### src/opdec_pkg.sv
package opdec_pkg;

	// ----------------------------------------
	// Addressing modes
	// ----------------------------------------
	typedef enum logic [3:0] {
		MODE_NONE,
		MODE_IMPLIED,
		MODE_IMMEDIATE,
		MODE_PAGE,
		MODE_PAGE_BRANCH,
		MODE_RELATIVE,
		MODE_FULL_ADDRESS,
		MODE_INDEX_PLAIN,
		MODE_INDEX_SHORT,
		MODE_INDEX_LONG
	} opdec_mode_e;

	// ----------------------------------------
	// Operations decoded by this slice
	// ----------------------------------------
	typedef enum logic [2:0] {
		OP_OTHER,
		OP_COPY_ACC_TO_INDEX,
		OP_COPY_INDEX_TO_ACC,
		OP_TEST_BYTE_ZERO,
		OP_TEST_ACC_ZERO,
		OP_TEST_INDEX_ZERO
	} opdec_op_e;

	// ----------------------------------------
	// Opcodes
	// ----------------------------------------
	localparam logic [7:0] OPC_COPY_ACC_TO_INDEX = 8'h97;
	localparam logic [7:0] OPC_COPY_INDEX_TO_ACC = 8'h9F;
	localparam logic [3:0] ROW_TEST              = 4'hD;
	localparam logic [3:0] COL_TEST_PAGE         = 4'h3;
	localparam logic [3:0] COL_TEST_ACC          = 4'h4;
	localparam logic [3:0] COL_TEST_INDEX        = 4'h5;
	localparam logic [3:0] COL_TEST_SHORT        = 4'h6;
	localparam logic [3:0] COL_TEST_PLAIN        = 4'h7;

	// ----------------------------------------
	// Cycle counts
	// ----------------------------------------
	localparam logic [3:0] CYC_COPY       = 4'h2;
	localparam logic [3:0] CYC_TEST_PAGE  = 4'h4;
	localparam logic [3:0] CYC_TEST_REG   = 4'h3;
	localparam logic [3:0] CYC_TEST_SHORT = 4'h5;
	localparam logic [3:0] CYC_TEST_PLAIN = 4'h4;

	// ----------------------------------------
	// Operand byte counts
	// ----------------------------------------
	localparam logic [1:0] BYTES_NONE = 2'h0;
	localparam logic [1:0] BYTES_ONE  = 2'h1;
	localparam logic [1:0] BYTES_TWO  = 2'h2;

	// Reset values
	localparam logic [15:0] ZERO_WORD = 16'h0000;
	localparam logic [7:0]  ZERO_BYTE = 8'h00;

endpackage

### src/opdec_table.sv
`timescale 1ns/1ps

// Combinational opcode table for the transfer and test rows
module opdec_table (
	// Opcode in
	input  wire logic [7:0]           opcode,
	// Decoded attributes
	output opdec_pkg::opdec_mode_e    mode,
	output opdec_pkg::opdec_op_e      op,
	output logic [1:0]                nbytes,
	output logic [3:0]                ncycles,
	output logic                      known,
	output logic                      ccr_keep
);

	// ----------------------------------------
	// Column and row split
	// ----------------------------------------
	wire logic [3:0] col = opcode[7:4];
	wire logic [3:0] row = opcode[3:0];

	// Column addressing class
	function automatic opdec_pkg::opdec_mode_e col_mode(input logic [3:0] c);
		case (c)
			4'h0:       col_mode = opdec_pkg::MODE_PAGE_BRANCH;
			4'h2:       col_mode = opdec_pkg::MODE_RELATIVE;
			4'h1, 4'h3, 4'hB: col_mode = opdec_pkg::MODE_PAGE;
			4'h4, 4'h5, 4'h8, 4'h9: col_mode = opdec_pkg::MODE_IMPLIED;
			4'h6, 4'hE: col_mode = opdec_pkg::MODE_INDEX_SHORT;
			4'h7, 4'hF: col_mode = opdec_pkg::MODE_INDEX_PLAIN;
			4'hA:       col_mode = opdec_pkg::MODE_IMMEDIATE;
			4'hC:       col_mode = opdec_pkg::MODE_FULL_ADDRESS;
			default:    col_mode = opdec_pkg::MODE_INDEX_LONG;
		endcase
	endfunction

	// Operand bytes per mode
	function automatic logic [1:0] mode_bytes(input opdec_pkg::opdec_mode_e m);
		case (m)
			opdec_pkg::MODE_PAGE_BRANCH, opdec_pkg::MODE_FULL_ADDRESS,
			opdec_pkg::MODE_INDEX_LONG: mode_bytes = opdec_pkg::BYTES_TWO;
			opdec_pkg::MODE_IMPLIED, opdec_pkg::MODE_INDEX_PLAIN,
			opdec_pkg::MODE_NONE:       mode_bytes = opdec_pkg::BYTES_NONE;
			default:                    mode_bytes = opdec_pkg::BYTES_ONE;
		endcase
	endfunction

	// ----------------------------------------
	// Recognised opcodes
	// ----------------------------------------
	always_comb begin
		op       = opdec_pkg::OP_OTHER;
		ncycles  = 4'h0;
		known    = 1'b0;
		ccr_keep = 1'b0;
		mode     = col_mode(col); // Class still sizes unknown opcodes outside row D
		if (opcode == opdec_pkg::OPC_COPY_ACC_TO_INDEX) begin
			op       = opdec_pkg::OP_COPY_ACC_TO_INDEX;
			ncycles  = opdec_pkg::CYC_COPY;
			ccr_keep = 1'b1;
			known    = 1'b1;
			mode     = opdec_pkg::MODE_IMPLIED;
		end else if (opcode == opdec_pkg::OPC_COPY_INDEX_TO_ACC) begin
			op       = opdec_pkg::OP_COPY_INDEX_TO_ACC;
			ncycles  = opdec_pkg::CYC_COPY;
			ccr_keep = 1'b1;
			known    = 1'b1;
			mode     = opdec_pkg::MODE_IMPLIED;
		end else if (row == opdec_pkg::ROW_TEST) begin
			known = 1'b1;
			mode  = col_mode(col);
			case (col)
				opdec_pkg::COL_TEST_PAGE: begin
					op      = opdec_pkg::OP_TEST_BYTE_ZERO;
					ncycles = opdec_pkg::CYC_TEST_PAGE;
				end
				opdec_pkg::COL_TEST_ACC: begin
					op      = opdec_pkg::OP_TEST_ACC_ZERO;
					ncycles = opdec_pkg::CYC_TEST_REG;
				end
				opdec_pkg::COL_TEST_INDEX: begin
					op      = opdec_pkg::OP_TEST_INDEX_ZERO;
					ncycles = opdec_pkg::CYC_TEST_REG;
				end
				opdec_pkg::COL_TEST_SHORT: begin
					op      = opdec_pkg::OP_TEST_BYTE_ZERO;
					ncycles = opdec_pkg::CYC_TEST_SHORT;
				end
				opdec_pkg::COL_TEST_PLAIN: begin
					op      = opdec_pkg::OP_TEST_BYTE_ZERO;
					ncycles = opdec_pkg::CYC_TEST_PLAIN;
				end
				default: begin
					known = 1'b0;
					mode  = opdec_pkg::MODE_NONE;
				end
			endcase
		end
	end

	// Operand count follows the mode
	assign nbytes = mode_bytes(mode);

endmodule // opdec_table

### src/opdec_core.sv
`timescale 1ns/1ps

// How it works
// - Opcode 97 copies the accumulator into the index register in 2 cycles, flags untouched.
// - Opcode 9F copies the index register into the accumulator in 2 cycles, flags untouched.
// - Test-against-zero decodes 3D/4D/5D/6D/7D at 4/3/3/5/4 cycles, result discarded.
// - Page mode takes one byte as a first-page address, then a branch offset in bit-branch forms.
// - Short-offset indexed mode adds one offset byte to the index register.
// - Long-offset indexed mode adds a high-then-low offset pair to the index register.
// - Full-address mode takes a two-byte address, high byte first.
// - Relative branches take one offset byte, added to the program counter when taken.
// - Plain indexed mode uses the index register as the address with no operand byte.
// - The upper opcode nibble picks the column and class, the lower nibble the row.
module opdec_core (
	// Clock and reset
	input  wire logic                  ref_clk,
	input  wire logic                  rst_b,
	// Program memory byte stream
	input  wire logic [7:0]            prog_byte,
	input  wire logic                  prog_valid,
	output logic                       prog_ready,
	// Datapath context
	input  wire logic [7:0]            index_val,
	input  wire logic [15:0]           pc_val,
	input  wire logic                  branch_taken,
	// Decoded instruction
	output logic                       dec_valid,
	input  wire logic                  dec_ready,
	output opdec_pkg::opdec_op_e       dec_op,
	output opdec_pkg::opdec_mode_e     dec_mode,
	output logic [1:0]                 dec_nbytes,
	output logic [3:0]                 dec_ncycles,
	output logic                       dec_known,
	output logic                       dec_ccr_keep,
	output logic                       dec_discard,
	output logic [15:0]                dec_ea,
	output logic [7:0]                 dec_branch_offset,
	output logic [15:0]                dec_branch_target
);

	// ----------------------------------------
	// Fetch state
	// ----------------------------------------
	typedef enum logic [1:0] {
		ST_OPCODE,
		ST_OPERAND,
		ST_HOLD
	} opdec_state_e;

	opdec_state_e           state_r;
	opdec_state_e           state_nxt;
	logic [7:0]             opcode_r;
	logic [1:0]             left_r;
	logic [15:0]            bytes_r;

	opdec_pkg::opdec_mode_e t_mode;
	opdec_pkg::opdec_op_e   t_op;
	logic [1:0]             t_nbytes;
	logic [3:0]             t_ncycles;
	logic                   t_known;
	logic                   t_ccr_keep;

	// Table lookup on the opcode held
	opdec_table u_table (
		.opcode   (opcode_r),
		.mode     (t_mode),
		.op       (t_op),
		.nbytes   (t_nbytes),
		.ncycles  (t_ncycles),
		.known    (t_known),
		.ccr_keep (t_ccr_keep)
	);

	// ----------------------------------------
	// Handshakes
	// ----------------------------------------
	wire logic take_byte = prog_valid && prog_ready;
	wire logic last_byte = take_byte && (left_r == 2'h1);
	assign prog_ready = (state_r != ST_HOLD);
	assign dec_valid  = (state_r == ST_HOLD);

	// Next state
	always_comb begin
		state_nxt = state_r;
		case (state_r)
			ST_OPCODE: if (take_byte) begin
				state_nxt = ST_OPERAND;
			end
			ST_OPERAND: if (left_r == 2'h0 || last_byte) begin
				state_nxt = ST_HOLD;
			end
			default: if (dec_ready) begin
				state_nxt = ST_OPCODE;
			end
		endcase
	end

	// State register
	always_ff @(posedge ref_clk or negedge rst_b) begin
		if (!rst_b) begin
			state_r <= ST_OPCODE;
		end else begin
			state_r <= state_nxt;
		end
	end

	// Opcode capture
	always_ff @(posedge ref_clk or negedge rst_b) begin
		if (!rst_b) begin
			opcode_r <= opdec_pkg::ZERO_BYTE;
		end else if (state_r == ST_OPCODE && take_byte) begin
			opcode_r <= prog_byte;
		end
	end

	// Operand bytes left; loaded after the opcode is in
	always_ff @(posedge ref_clk or negedge rst_b) begin
		if (!rst_b) begin
			left_r <= 2'h0;
		end else if (state_r == ST_OPCODE) begin
			left_r <= 2'h3;
		end else if (state_r == ST_OPERAND && left_r == 2'h3) begin
			left_r <= t_nbytes;
		end else if (state_r == ST_OPERAND && take_byte && left_r != 2'h0) begin
			left_r <= left_r - 2'h1;
		end
	end

	// Operand bytes shift in, first of two ends up high, a single byte stays low
	always_ff @(posedge ref_clk or negedge rst_b) begin
		if (!rst_b) begin
			bytes_r <= opdec_pkg::ZERO_WORD;
		end else if (state_r == ST_OPCODE) begin
			bytes_r <= opdec_pkg::ZERO_WORD;
		end else if (state_r == ST_OPERAND && take_byte && left_r != 2'h3 && left_r != 2'h0) begin
			bytes_r <= {bytes_r[7:0], prog_byte};
		end
	end

	// ----------------------------------------
	// Effective address and branch target
	// ----------------------------------------
	wire logic [15:0] idx16   = {8'h00, index_val};
	wire logic [15:0] short16 = {8'h00, bytes_r[7:0]};
	wire logic [7:0]  rel_b   = bytes_r[7:0];
	wire logic [15:0] rel16   = {{8{rel_b[7]}}, rel_b};
	// Page-branch forms: page address is first byte, offset the second
	wire logic [7:0]  page_b  = (t_mode == opdec_pkg::MODE_PAGE_BRANCH) ? bytes_r[15:8]
	                                                                       : bytes_r[7:0];
	wire logic        has_rel = (t_mode == opdec_pkg::MODE_RELATIVE)
	                          || (t_mode == opdec_pkg::MODE_PAGE_BRANCH);

	always_comb begin
		case (t_mode)
			opdec_pkg::MODE_PAGE, opdec_pkg::MODE_PAGE_BRANCH:
				dec_ea = {8'h00, page_b};
			opdec_pkg::MODE_INDEX_SHORT:
				dec_ea = idx16 + short16;
			opdec_pkg::MODE_INDEX_LONG:
				dec_ea = idx16 + bytes_r;
			opdec_pkg::MODE_FULL_ADDRESS:
				dec_ea = bytes_r;
			opdec_pkg::MODE_INDEX_PLAIN:
				dec_ea = idx16;
			default:
				dec_ea = opdec_pkg::ZERO_WORD;
		endcase
	end

	// Displacement applied only when taken
	assign dec_branch_offset = has_rel ? rel_b : opdec_pkg::ZERO_BYTE;
	assign dec_branch_target = (has_rel && branch_taken) ? pc_val + rel16 : pc_val;

	// ----------------------------------------
	// Decoded outputs
	// ----------------------------------------
	assign dec_op       = t_op;
	assign dec_mode     = t_mode;
	assign dec_nbytes   = t_nbytes;
	assign dec_ncycles  = t_ncycles;
	assign dec_known    = t_known;
	assign dec_ccr_keep = t_ccr_keep;
	// Test result is compared and thrown away
	assign dec_discard  = (t_op == opdec_pkg::OP_TEST_BYTE_ZERO)
	                   || (t_op == opdec_pkg::OP_TEST_ACC_ZERO)
	                   || (t_op == opdec_pkg::OP_TEST_INDEX_ZERO);

endmodule // opdec_core

### config.mk
export PLATFORM = sky130hd
export DESIGN_NAME = opdec_core
export DESIGN_NICKNAME = d
export VERILOG_FILES = /design/src/opdec_pkg.sv /design/src/opdec_table.sv /design/src/opdec_core.sv
export SDC_FILE = /design/constraint.sdc
export NUM_CORES = 1
export LEC_CHECK = 0
export BUFFER_PORTS_ARGS = -buffer_cell sky130_fd_sc_hd__buf_2
export CORE_ASPECT_RATIO = 0.8
export CORE_MARGIN = 2
export CORE_UTILIZATION = 55
export CTS_BUF_LIST = sky130_fd_sc_hd__clkbuf_8
export DETAILED_ROUTE_END_ITERATION = 16
export HOLD_SLACK_MARGIN = 0.03
export PLACE_DENSITY = 0.83
export SLEW_MARGIN = 10
export SYNTH_ARGS = -nofsm -noshare
export SYNTH_HDL_FRONTEND = slang
export SYNTH_SLANG_ARGS = --single-unit
export TNS_END_PERCENT = 1
### constraint.sdc
create_clock -name ref_clk -period 3.6 [get_ports ref_clk]
set_clock_uncertainty 0.2 [all_clocks]
set_input_delay 0.18 -clock ref_clk [delete_from_list [all_inputs] [get_ports ref_clk]]
set_output_delay 0.18 -clock ref_clk [all_outputs]
set_load 0.005 [all_outputs]
; ---- After elaboration in Yosys (flattened, before gate mapping)
; Memory sizes are Yosys's and may differ from the RTL's.
; Cells that the tools add are included.
[word_totals]
n_memories = 2
regBits = 28
out_inout_bits = 58
elab_cells = 97
in_bits = 37
rom_bits = 128
[classes]
n_mux = 32
n_eq_ne = 27
add_sub_neg = 4
n_reduce_logical = 28
[mem_list]
columns = name, words, word_bits, read_ports, rd_ports_with_merged_regs, wr, line_no
row1 = (name not given), 16, 4, 1, 0, 0, opdec_table.sv:24  ; case (c)
row2 = (name not given), 16, 4, 1, 0, 0, opdec_table.sv:24
[ops]
columns = op, count
row1 = case mux 16 bit (5 select lines), 1
row2 = two-way mux 16 bit, 3
row3 = "equality test 4 x 3 -> 1 bit, second input constant", 8
row4 = two-way mux 4 bit, 7
row5 = case mux 3 bit (3 select lines), 2
row6 = adder 16 bit, 1
row7 = adder 8 x 16 -> 16 bit, 1
row8 = "equality test 8 bit, second input constant", 2
row9 = two-way mux 8 bit, 2
row10 = "equality test 4 bit, second input constant", 3
row11 = two-way mux 2 bit, 6
row12 = adder 8 x 8 -> 9 bit, 1
row13 = logical AND 1 bit, 9
row14 = two-way mux 3 bit, 3
row15 = OR reduction 3 bit, 3
row16 = "equality test 4 x 2 -> 1 bit, second input constant", 2
row17 = "inequality test 2 bit, second input constant", 4
row18 = case mux 2 bit (2 select lines), 2
row19 = "equality test 3 bit, second input constant", 2
row20 = two-way mux 1 bit, 6
row21 = nonzero test 3 bit, 2
row22 = OR reduction 2 bit, 3
row23 = OR reduction 5 bit, 1
row24 = "equality test 2 x 1 -> 1 bit, second input constant", 2
row25 = 9 further kinds, 15

; ---- Logic depth before layout (Yosys ltp)
; Gate-level depths: netlist of the first run.
[logic_depth]
depth_word = 11
ltp_mapped = 11
depth_no_buf = 10

; ---- By module
; A second synthesis of the first run with hierarchy kept.
[unflattened]
hier_cells = 443
hier_area_um2 = 3512.1
[modules_own_cells]
columns = mod, cells_each, seq_area_each_um2, instances, area_per_inst_um2
row1 = opdec_core, 389, 700.7, 1, 3084.2
row2 = opdec_table, 54, 0.0, 1, 427.9

; ---- Worst setup path before layout of the first run
; No wires, ideal clock.
[synth_path]
path_kind = flip-flop to output port
start = register bytes_r[7]
end = output dec_branch_target[15]
stages_incl_launch_ff = 8
path_buffers = 0
path_slack_ns = 1.032
arrival_ns = 2.188
required_time_ns = 3.220
cell_sequence = dfrtp_1 -> ha_1 -> nand2_1 -> or3_1 -> o2111ai_1 -> a21oi_1 -> or3_1 -> xor2_1
[synth_via]
elab_chain_cells = 2
[synth_rtl]
columns = item, line_no
row1 = "start, declared", opdec_core.sv:54  ; logic [15:0] bytes_r;
row2 = "start signal, assigned", opdec_core.sv:132  ; bytes_r <= opdec_pkg::ZERO_WORD;
row3 = "start signal, assigned", opdec_core.sv:134  ; bytes_r <= opdec_pkg::ZERO_WORD;
row4 = "start signal, assigned", opdec_core.sv:136  ; bytes_r <= {bytes_r[7:0], prog_byte};
row5 = adder 16 bit, opdec_core.sv:172  ; assign dec_branch_target = (has_rel && branch_taken) ? pc_val + rel16 : pc_val;
row6 = two-way mux 16 bit, opdec_core.sv:172
row7 = "end, declared", opdec_core.sv:38  ; output logic [15:0] dec_branch_target
; No other way between the ends.

; ---- Worst setup path after layout of the first run
[layout_path]
start = register bytes_r[0]
end = output dec_branch_target[12]
; The elaborated chain is that of the path after synthesis.

==> flow_metrics.py, run 1 <==
metrics = {
    "synthesis": {
        "ys_ff_latch": 28,
        "synth_top_area_cell": "dfrtp_1",
        "yosysWarningCount": 0,
        "ys_seq_area_share_pct": 21.2,
        "synth_top_area_share_pct": 21.2,
        "syn_inst": 408,
        "synth_fp_nets": 477,
        "synth_area_um2": 3300,
        "syn_avg_cell_area_um2": 8.09,
        "synthArstFlopShare_pct": 100,
        "synth_area_leaders": "dfrtp_1 (21%), ha_1 (11%), o21ai_0 (5.3%), nand2_1 (4.8%), a22o_1 (4.2%)",
        "synthFlopType": "dfrtp_1",
        "ys_types": 70,
        "synth-edff-count": 0,
    },
    "layout": {
        "fin_nets": 573,
        "postLayoutCellArea_um2": 3940,
        "drive_gt1_share_pct": 26.1,
        "area_growth_pct": 19.4,
        "diodes": 0,
        "mostFrequentLayoutCells": "buf_2 (93), nand2_1 (42), o21ai_0 (35), ha_1 (30), dfrtp_1 (28)",
        "mostFrequentLayoutCell": "buf_2",
    },
    "clock_tree": {
        "h-tree-depth": 1,
        "cts-root-buf": "clkbuf_8",
        "cts_tree": "done",
        "clkLatencyLatePin_ns": 0.27,
        "clockBufferDepth": 2,
        "cts_setup_buffers": 0,
        "clk_pin_slew_ns": 0.09,
        "cts.sinks": 28,
        "cts_buffers": 3,
    },
    "worst_setup_path": {
        "crit_top_cell": "o21ai_0",
        "r2r_cells": 8,
        "arrival_ns": 2.96,
        "crit_type": "reg2out",
        "r2r-start": "opcode_r[4]",
        "slowest_stage": "a221oi_1",
        "critical_path.endpoint_type": "primary output",
        "r2r_slack_ns": 0.83,
        "cp.buffers_inverters": 2,
        "cp_cell_sequence": "ha_1, inv_1, fa_1, nor2b_1, o21ai_0, o21ai_1, a221oi_1, a21boi_0, xnor2_1, o21ai_0, buf_2",
        "r2r_end": "left_r[1]",
        "cp_max_fo": 6,
        "cp-start-kind": "flop",
        "critPathTopFamily": "compound AO/OA/AOI/OAI gates",
        "cp.required_ns": 3.22,
        "max_stage_delay_ns": 0.53,
    },
    "worst_hold_path": {
        "whs_path_depth": 3,
        "min_path_type": "in2reg",
        "min_from": "prog_valid",
        "min_to": "state_r[1]",
    },
    "drt": {
        "first_pass_iters": 5,
        "vias": 3549,
        "via_per_inst": 6.09,
        "wl_per_cell_um": 16.0,
        "ant_nets": 0,
        "drc": 0,
        "drt_iter0_drc": 345,
        "routed_wirelength_mm": 9.31,
    },
    "timing": {
        "grt_setup_unrepaired": "false",
        "worst_pin_slew_ns": 1.10,
        "fin_crit_sh_pct": 92.8,
        "period_needed_ns": 3.34,
        "slew_violations": 0,
        "fmax_mhz": 299,
        "setup_tns_ns": 0,
        "slew_headroom_pct": 26.5,
        "final_hold_viol_count": 0,
        "finalSetupViolations": 0,
    },
    "die": {
        "start_util_pct": 56.4,
        "fp.dieH_um": 73.3,
        "die_w_um": 90.6,
        "top_level_ports": 95,
        "dieArea_um2": 6640,
        "core_area_um2": 5850,
        "num_rows": 25,
    },
    "outcome": {
        "status": "finished, final reports clean",
    },
    "placed_design": {
        "place_area_um2": 3800,
        "place.gp.congestion": 0.944,
        "io_buffer_count": 93,
        "dp_hpwl_mm": 7.32,
    },
    "global_routing": {
        "grt_pass1_wl_mm": 14.8,
        "grt_start_max_net_pins": 29,
        "grt_overflow": 0,
        "grt_antenna_before_repair": 0,
        "grt_use_total_pct": 27.4,
        "grt_pass1_vias": 3077,
    },
    "power_and_ir_drop": {
        "powerDensity_nw_per_um2": 844,
        "ir_drop_v": 0.000492,
        "p_leak_nw": 1.99,
    },
    "job": {
        "drv_cap": 0,
    },
}
[logic make-up after synthesis]
logic type | Yosys count | synth area share, %
buf+inv | 41 | 5.88
flops | 28 | 21.2
xor+xnor | 22 | 6.07
other cells | 1 | 0.114
compound gates | 144 | 30.1
mux | 9 | 2.96
simple gates | 131 | 21.1
fa+ha+maj | 32 | 12.6
[per-layer routing]
metal | vias to the layer above | share of wire (%) | GRT usage, %
met1 | 1657 | 46 | 39.7
met5 | - | 0 | 0
met3 | 15 | 7.9 | 3.08
met2 | 178 | 45 | 45.2
met4 | 0 | 1.1 | 4.79
li1 | 1699 | - | -
[metrics by stage]
step | util, % | setup WS, ns | total power [mW] | hold WS, ns | instances
floorplan | - | 1.03 | 2.42 | -0.316 | 408
global placement | 64.9 | 0.708 | 3.00 | 0.0203 | 570
detailed placement | 64.9 | 0.516 | 3.08 | 0.0290 | 570
CTS | 67.3 | 0.200 | 3.27 | 0.0569 | 583
global route | 67.3 | 0.0527 | 3.59 | 0.0882 | 583
finish | 67.3 | 0.259 | 3.32 | 0.0624 | 583
[worst max-delay path by stage]
stage	start	end	slack (ns)	cells past startpoint
5_1_grt	bytes_r[0]	dec_branch_target[12]	0.05	11
3_5_place_dp	opcode_r[4]	dec_branch_target[15]	0.52	10
4_1_cts	opcode_r[4]	dec_branch_target[15]	0.20	10
3_3_place_gp	opcode_r[4]	dec_branch_target[15]	0.71	10
6_report	bytes_r[0]	dec_branch_target[12]	0.26	11
2_1_floorplan	bytes_r[7]	dec_branch_target[15]	1.03	7
[worst reg2reg max path, delay by kind of cell (launching register included)]
kind | cells | cell delay, ns
AO/OA/AOI/OAI | 4 | 1.03
adder cells (fa/ha/maj) | 1 | 0.29
flip-flops | 1 | 0.47
AND/OR/NAND/NOR | 2 | 0.56
buffers and inverters | 1 | 0.11
[where the power goes]
part	leakage [nW]	internal [mW]	switching (mW)
clock	0.0216	0.0751	0.0914
sequential	0.360	0.441	0.269
combinational	1.61	1.07	1.38
[registers in the layout, indices dropped and copies added, names as in the netlist]
name,cells
state_r,2
bytes_r,16
opcode_r,8
left_r,2
[synth_stat cells (4+ instances only)]
master / count
nand2_1: 42
o21ai_0: 35
ha_1: 30
dfrtp_1: 28
inv_1: 25
nor2_1: 24
a21oi_1: 18
a22o_1: 16
and2_1: 14
o21ai_1: 14
xnor2_1: 13
a21o_1: 10
a31oi_1: 9
xor2_1: 8
and3_1: 7
clkbuf_1: 7
mux2_2: 6
nand2b_1: 6
nand3_1: 6
a22oi_1: 5
a222oi_1: 4
buf_4: 4
o22ai_1: 4
or2_2: 4
[area by class of cell]
type | instances | area [um2]
multi-input cells | 339 | 2410
inverters | 25 | 93.8
fillers | 498 | 1910
repair buffers | 107 | 596
clock buffers | 3 | 41.3
flip-flops and latches | 28 | 701
well taps | 81 | 101
[repair_timing]
action	4_1_cts	5_1_grt
hold buffers	10	0
gates resized for setup	0	1
hold endpoints to repair	46	0
setup endpoints to repair	0	1
Power figures use the tool's default switching activity.
==> run 2, diff against run 1 <==
--- a/config.mk
+++ b/config.mk
@@ -8,11 +8,11 @@
 export BUFFER_PORTS_ARGS = -buffer_cell sky130_fd_sc_hd__buf_2
 export CORE_ASPECT_RATIO = 0.8
 export CORE_MARGIN = 2
-export CORE_UTILIZATION = 55
+export CORE_UTILIZATION = 50
 export CTS_BUF_LIST = sky130_fd_sc_hd__clkbuf_8
 export DETAILED_ROUTE_END_ITERATION = 16
 export HOLD_SLACK_MARGIN = 0.03
-export PLACE_DENSITY = 0.83
+export PLACE_DENSITY = 0.76
 export SLEW_MARGIN = 10
 export SYNTH_ARGS = -nofsm -noshare
 export SYNTH_HDL_FRONTEND = slang
==> flow_metrics.py, run 2 (synthesis gave the netlist of run 1 again) <==
metrics = {
    "outcome": {
        "status": "finished, final reports clean",
    },
    "worst_setup_path": {
        "cp-startpoint": "opcode_r[4]",
        "r2r-start": "opcode_r[4]",
        "r2r_cells": 8,
        "arrival_ns": 2.95,
        "crit_type": "reg2out",
        "cp_max_fo": 7,
        "cp-start-kind": "flop",
        "critical_path.endpoint_type": "primary output",
        "cp.required_ns": 3.22,
    },
    "timing": {
        "final_hold_viol_count": 0,
        "grt_setup_unrepaired": "false",
        "finalSetupViolations": 0,
        "period_needed_ns": 3.33,
        "worst_pin_slew_ns": 1.02,
        "fin_crit_sh_pct": 92.5,
        "slew_headroom_pct": 31.9,
        "slew_violations": 0,
        "fmax_mhz": 300,
        "setup_tns_ns": 0,
    },
    "power_and_ir_drop": {
        "p_total_mw": 3.35,
        "powerDensity_nw_per_um2": 843,
        "p_leak_nw": 2.00,
        "ir_drop_v": 0.000426,
    },
    "die": {
        "die_w_um": 94.8,
        "fp.dieH_um": 76.7,
        "dieArea_um2": 7270,
        "start_util_pct": 51.7,
        "top_level_ports": 95,
        "core_area_um2": 6380,
        "num_rows": 26,
    },
    "drt": {
        "via_per_inst": 5.94,
        "vias": 3496,
        "ant_nets": 0,
        "wl_per_cell_um": 16.0,
        "first_pass_iters": 7,
        "routed_wirelength_mm": 9.40,
        "drc": 0,
        "drt_iter0_drc": 257,
    },
    "global_routing": {
        "grt_start_max_net_pins": 29,
        "grt_overflow": 0,
        "grt_pass1_wl_mm": 15.6,
        "grt_antenna_before_repair": 0,
        "grt_pass1_vias": 3257,
        "grt_use_total_pct": 26.2,
    },
    "placed_design": {
        "io_buffer_count": 93,
        "dp_hpwl_mm": 7.33,
        "place.gp.congestion": 0.899,
    },
    "layout": {
        "drive_gt1_share_pct": 26.5,
        "nFillCells": 599,
        "area_growth_pct": 20.4,
        "reg_top3": "bytes_r: 16 flops, opcode_r: 8 flops",
        "mostFrequentLayoutCells": "buf_2 (93), nand2_1 (42), o21ai_0 (35), ha_1 (30), dfrtp_1 (28)",
        "largest_register_ffs": 16,
        "fin_nets": 575,
        "mostFrequentLayoutCell": "buf_2",
        "top_register": "bytes_r",
        "diodes": 0,
    },
    "clock_tree": {
        "clockBufferDepth": 2,
        "cts_buffers": 3,
        "cts-root-buf": "clkbuf_8",
        "h-tree-depth": 1,
        "clk_pin_slew_ns": 0.09,
        "cts.sinks": 28,
        "cts_tree": "done",
        "clkLatencyLatePin_ns": 0.27,
    },
    "job": {
        "drv_cap": 0,
    },
    "worst_hold_path": {
        "min_from": "prog_valid",
        "whs_path_depth": 3,
        "min_path_type": "in2reg",
    },
}
run 2: report_power, final:
group | switching, mW | internal [mW] | leakage, nW
Clock | 0.0931 | 0.0979 | 0.0288
Combinational | 1.37 | 1.08 | 1.62
Sequential | 0.262 | 0.441 | 0.360
run 2: per-stage QoR:
step | setup slack (ns) | cells | util (%) | area, um2 | hold slack [ns]
6_report | 0.268 | 589 | 62.3 | 3970 | 0.0356
5_1_grt | 0.0265 | 589 | 62.3 | 3970 | 0.0475
4_1_cts | 0.189 | 588 | 62.1 | 3960 | 0.0361
3_5_place_dp | 0.499 | 574 | 59.7 | 3810 | 0.0265
3_3_place_gp | 0.695 | 574 | 59.7 | 3810 | 0.0202
2_1_floorplan | 1.03 | 408 | - | 3300 | -0.316
run 2: cell type report:
class	instances	area (um2)	share of cell area (%)
Clock buffer	4	55.1	1.39
Inverter	25	93.8	2.36
Multi-Input combinational cell	339	2410	60.6
Sequential cell	28	701	17.6
Tap cell	84	105	2.65
Timing Repair Buffer	109	611	15.4
run 2: path summary, 6_finish.rpt:
check / slack, ns / endpoint
max: 0.27 / dec_ea[5]
min: 0.04 / state_r[1]
max reg2reg: 0.87 / left_r[1]
min reg2reg: 0.37 / opcode_r[2]
max in group asynchronous: 2.55 / bytes_r[0]
min in group asynchronous: 0.25 / left_r[1]
run 2: what timing repair did:
item,4_1_cts,5_1_grt
endpoints found under the hold margin,46,0
hold buffers,10,0
resized for setup,0,1
buffers inserted,0,1
endpoints found under the setup margin,0,2
run 2: critical path, stage by stage, from the launching register on:
cell and delay, ns:
dfrtp_1 0.46, inv_1 0.13, ha_1 0.28, a21oi_1 0.15
o221ai_2 0.33, and2_1 0.21, o21ai_2 0.11, nor3_2 0.49
a222oi_1 0.21, o21ai_0 0.14, buf_2 0.16
run 2: per-layer routing:
metal | part of all wire (%) | track usage (%) | up-vias
met5 | 0 | 0 | -
met4 | 1.5 | 5.36 | 0
met3 | 7.2 | 2.85 | 16
met2 | 44 | 40.0 | 161
met1 | 47 | 39.9 | 1609
li1 | - | - | 1710
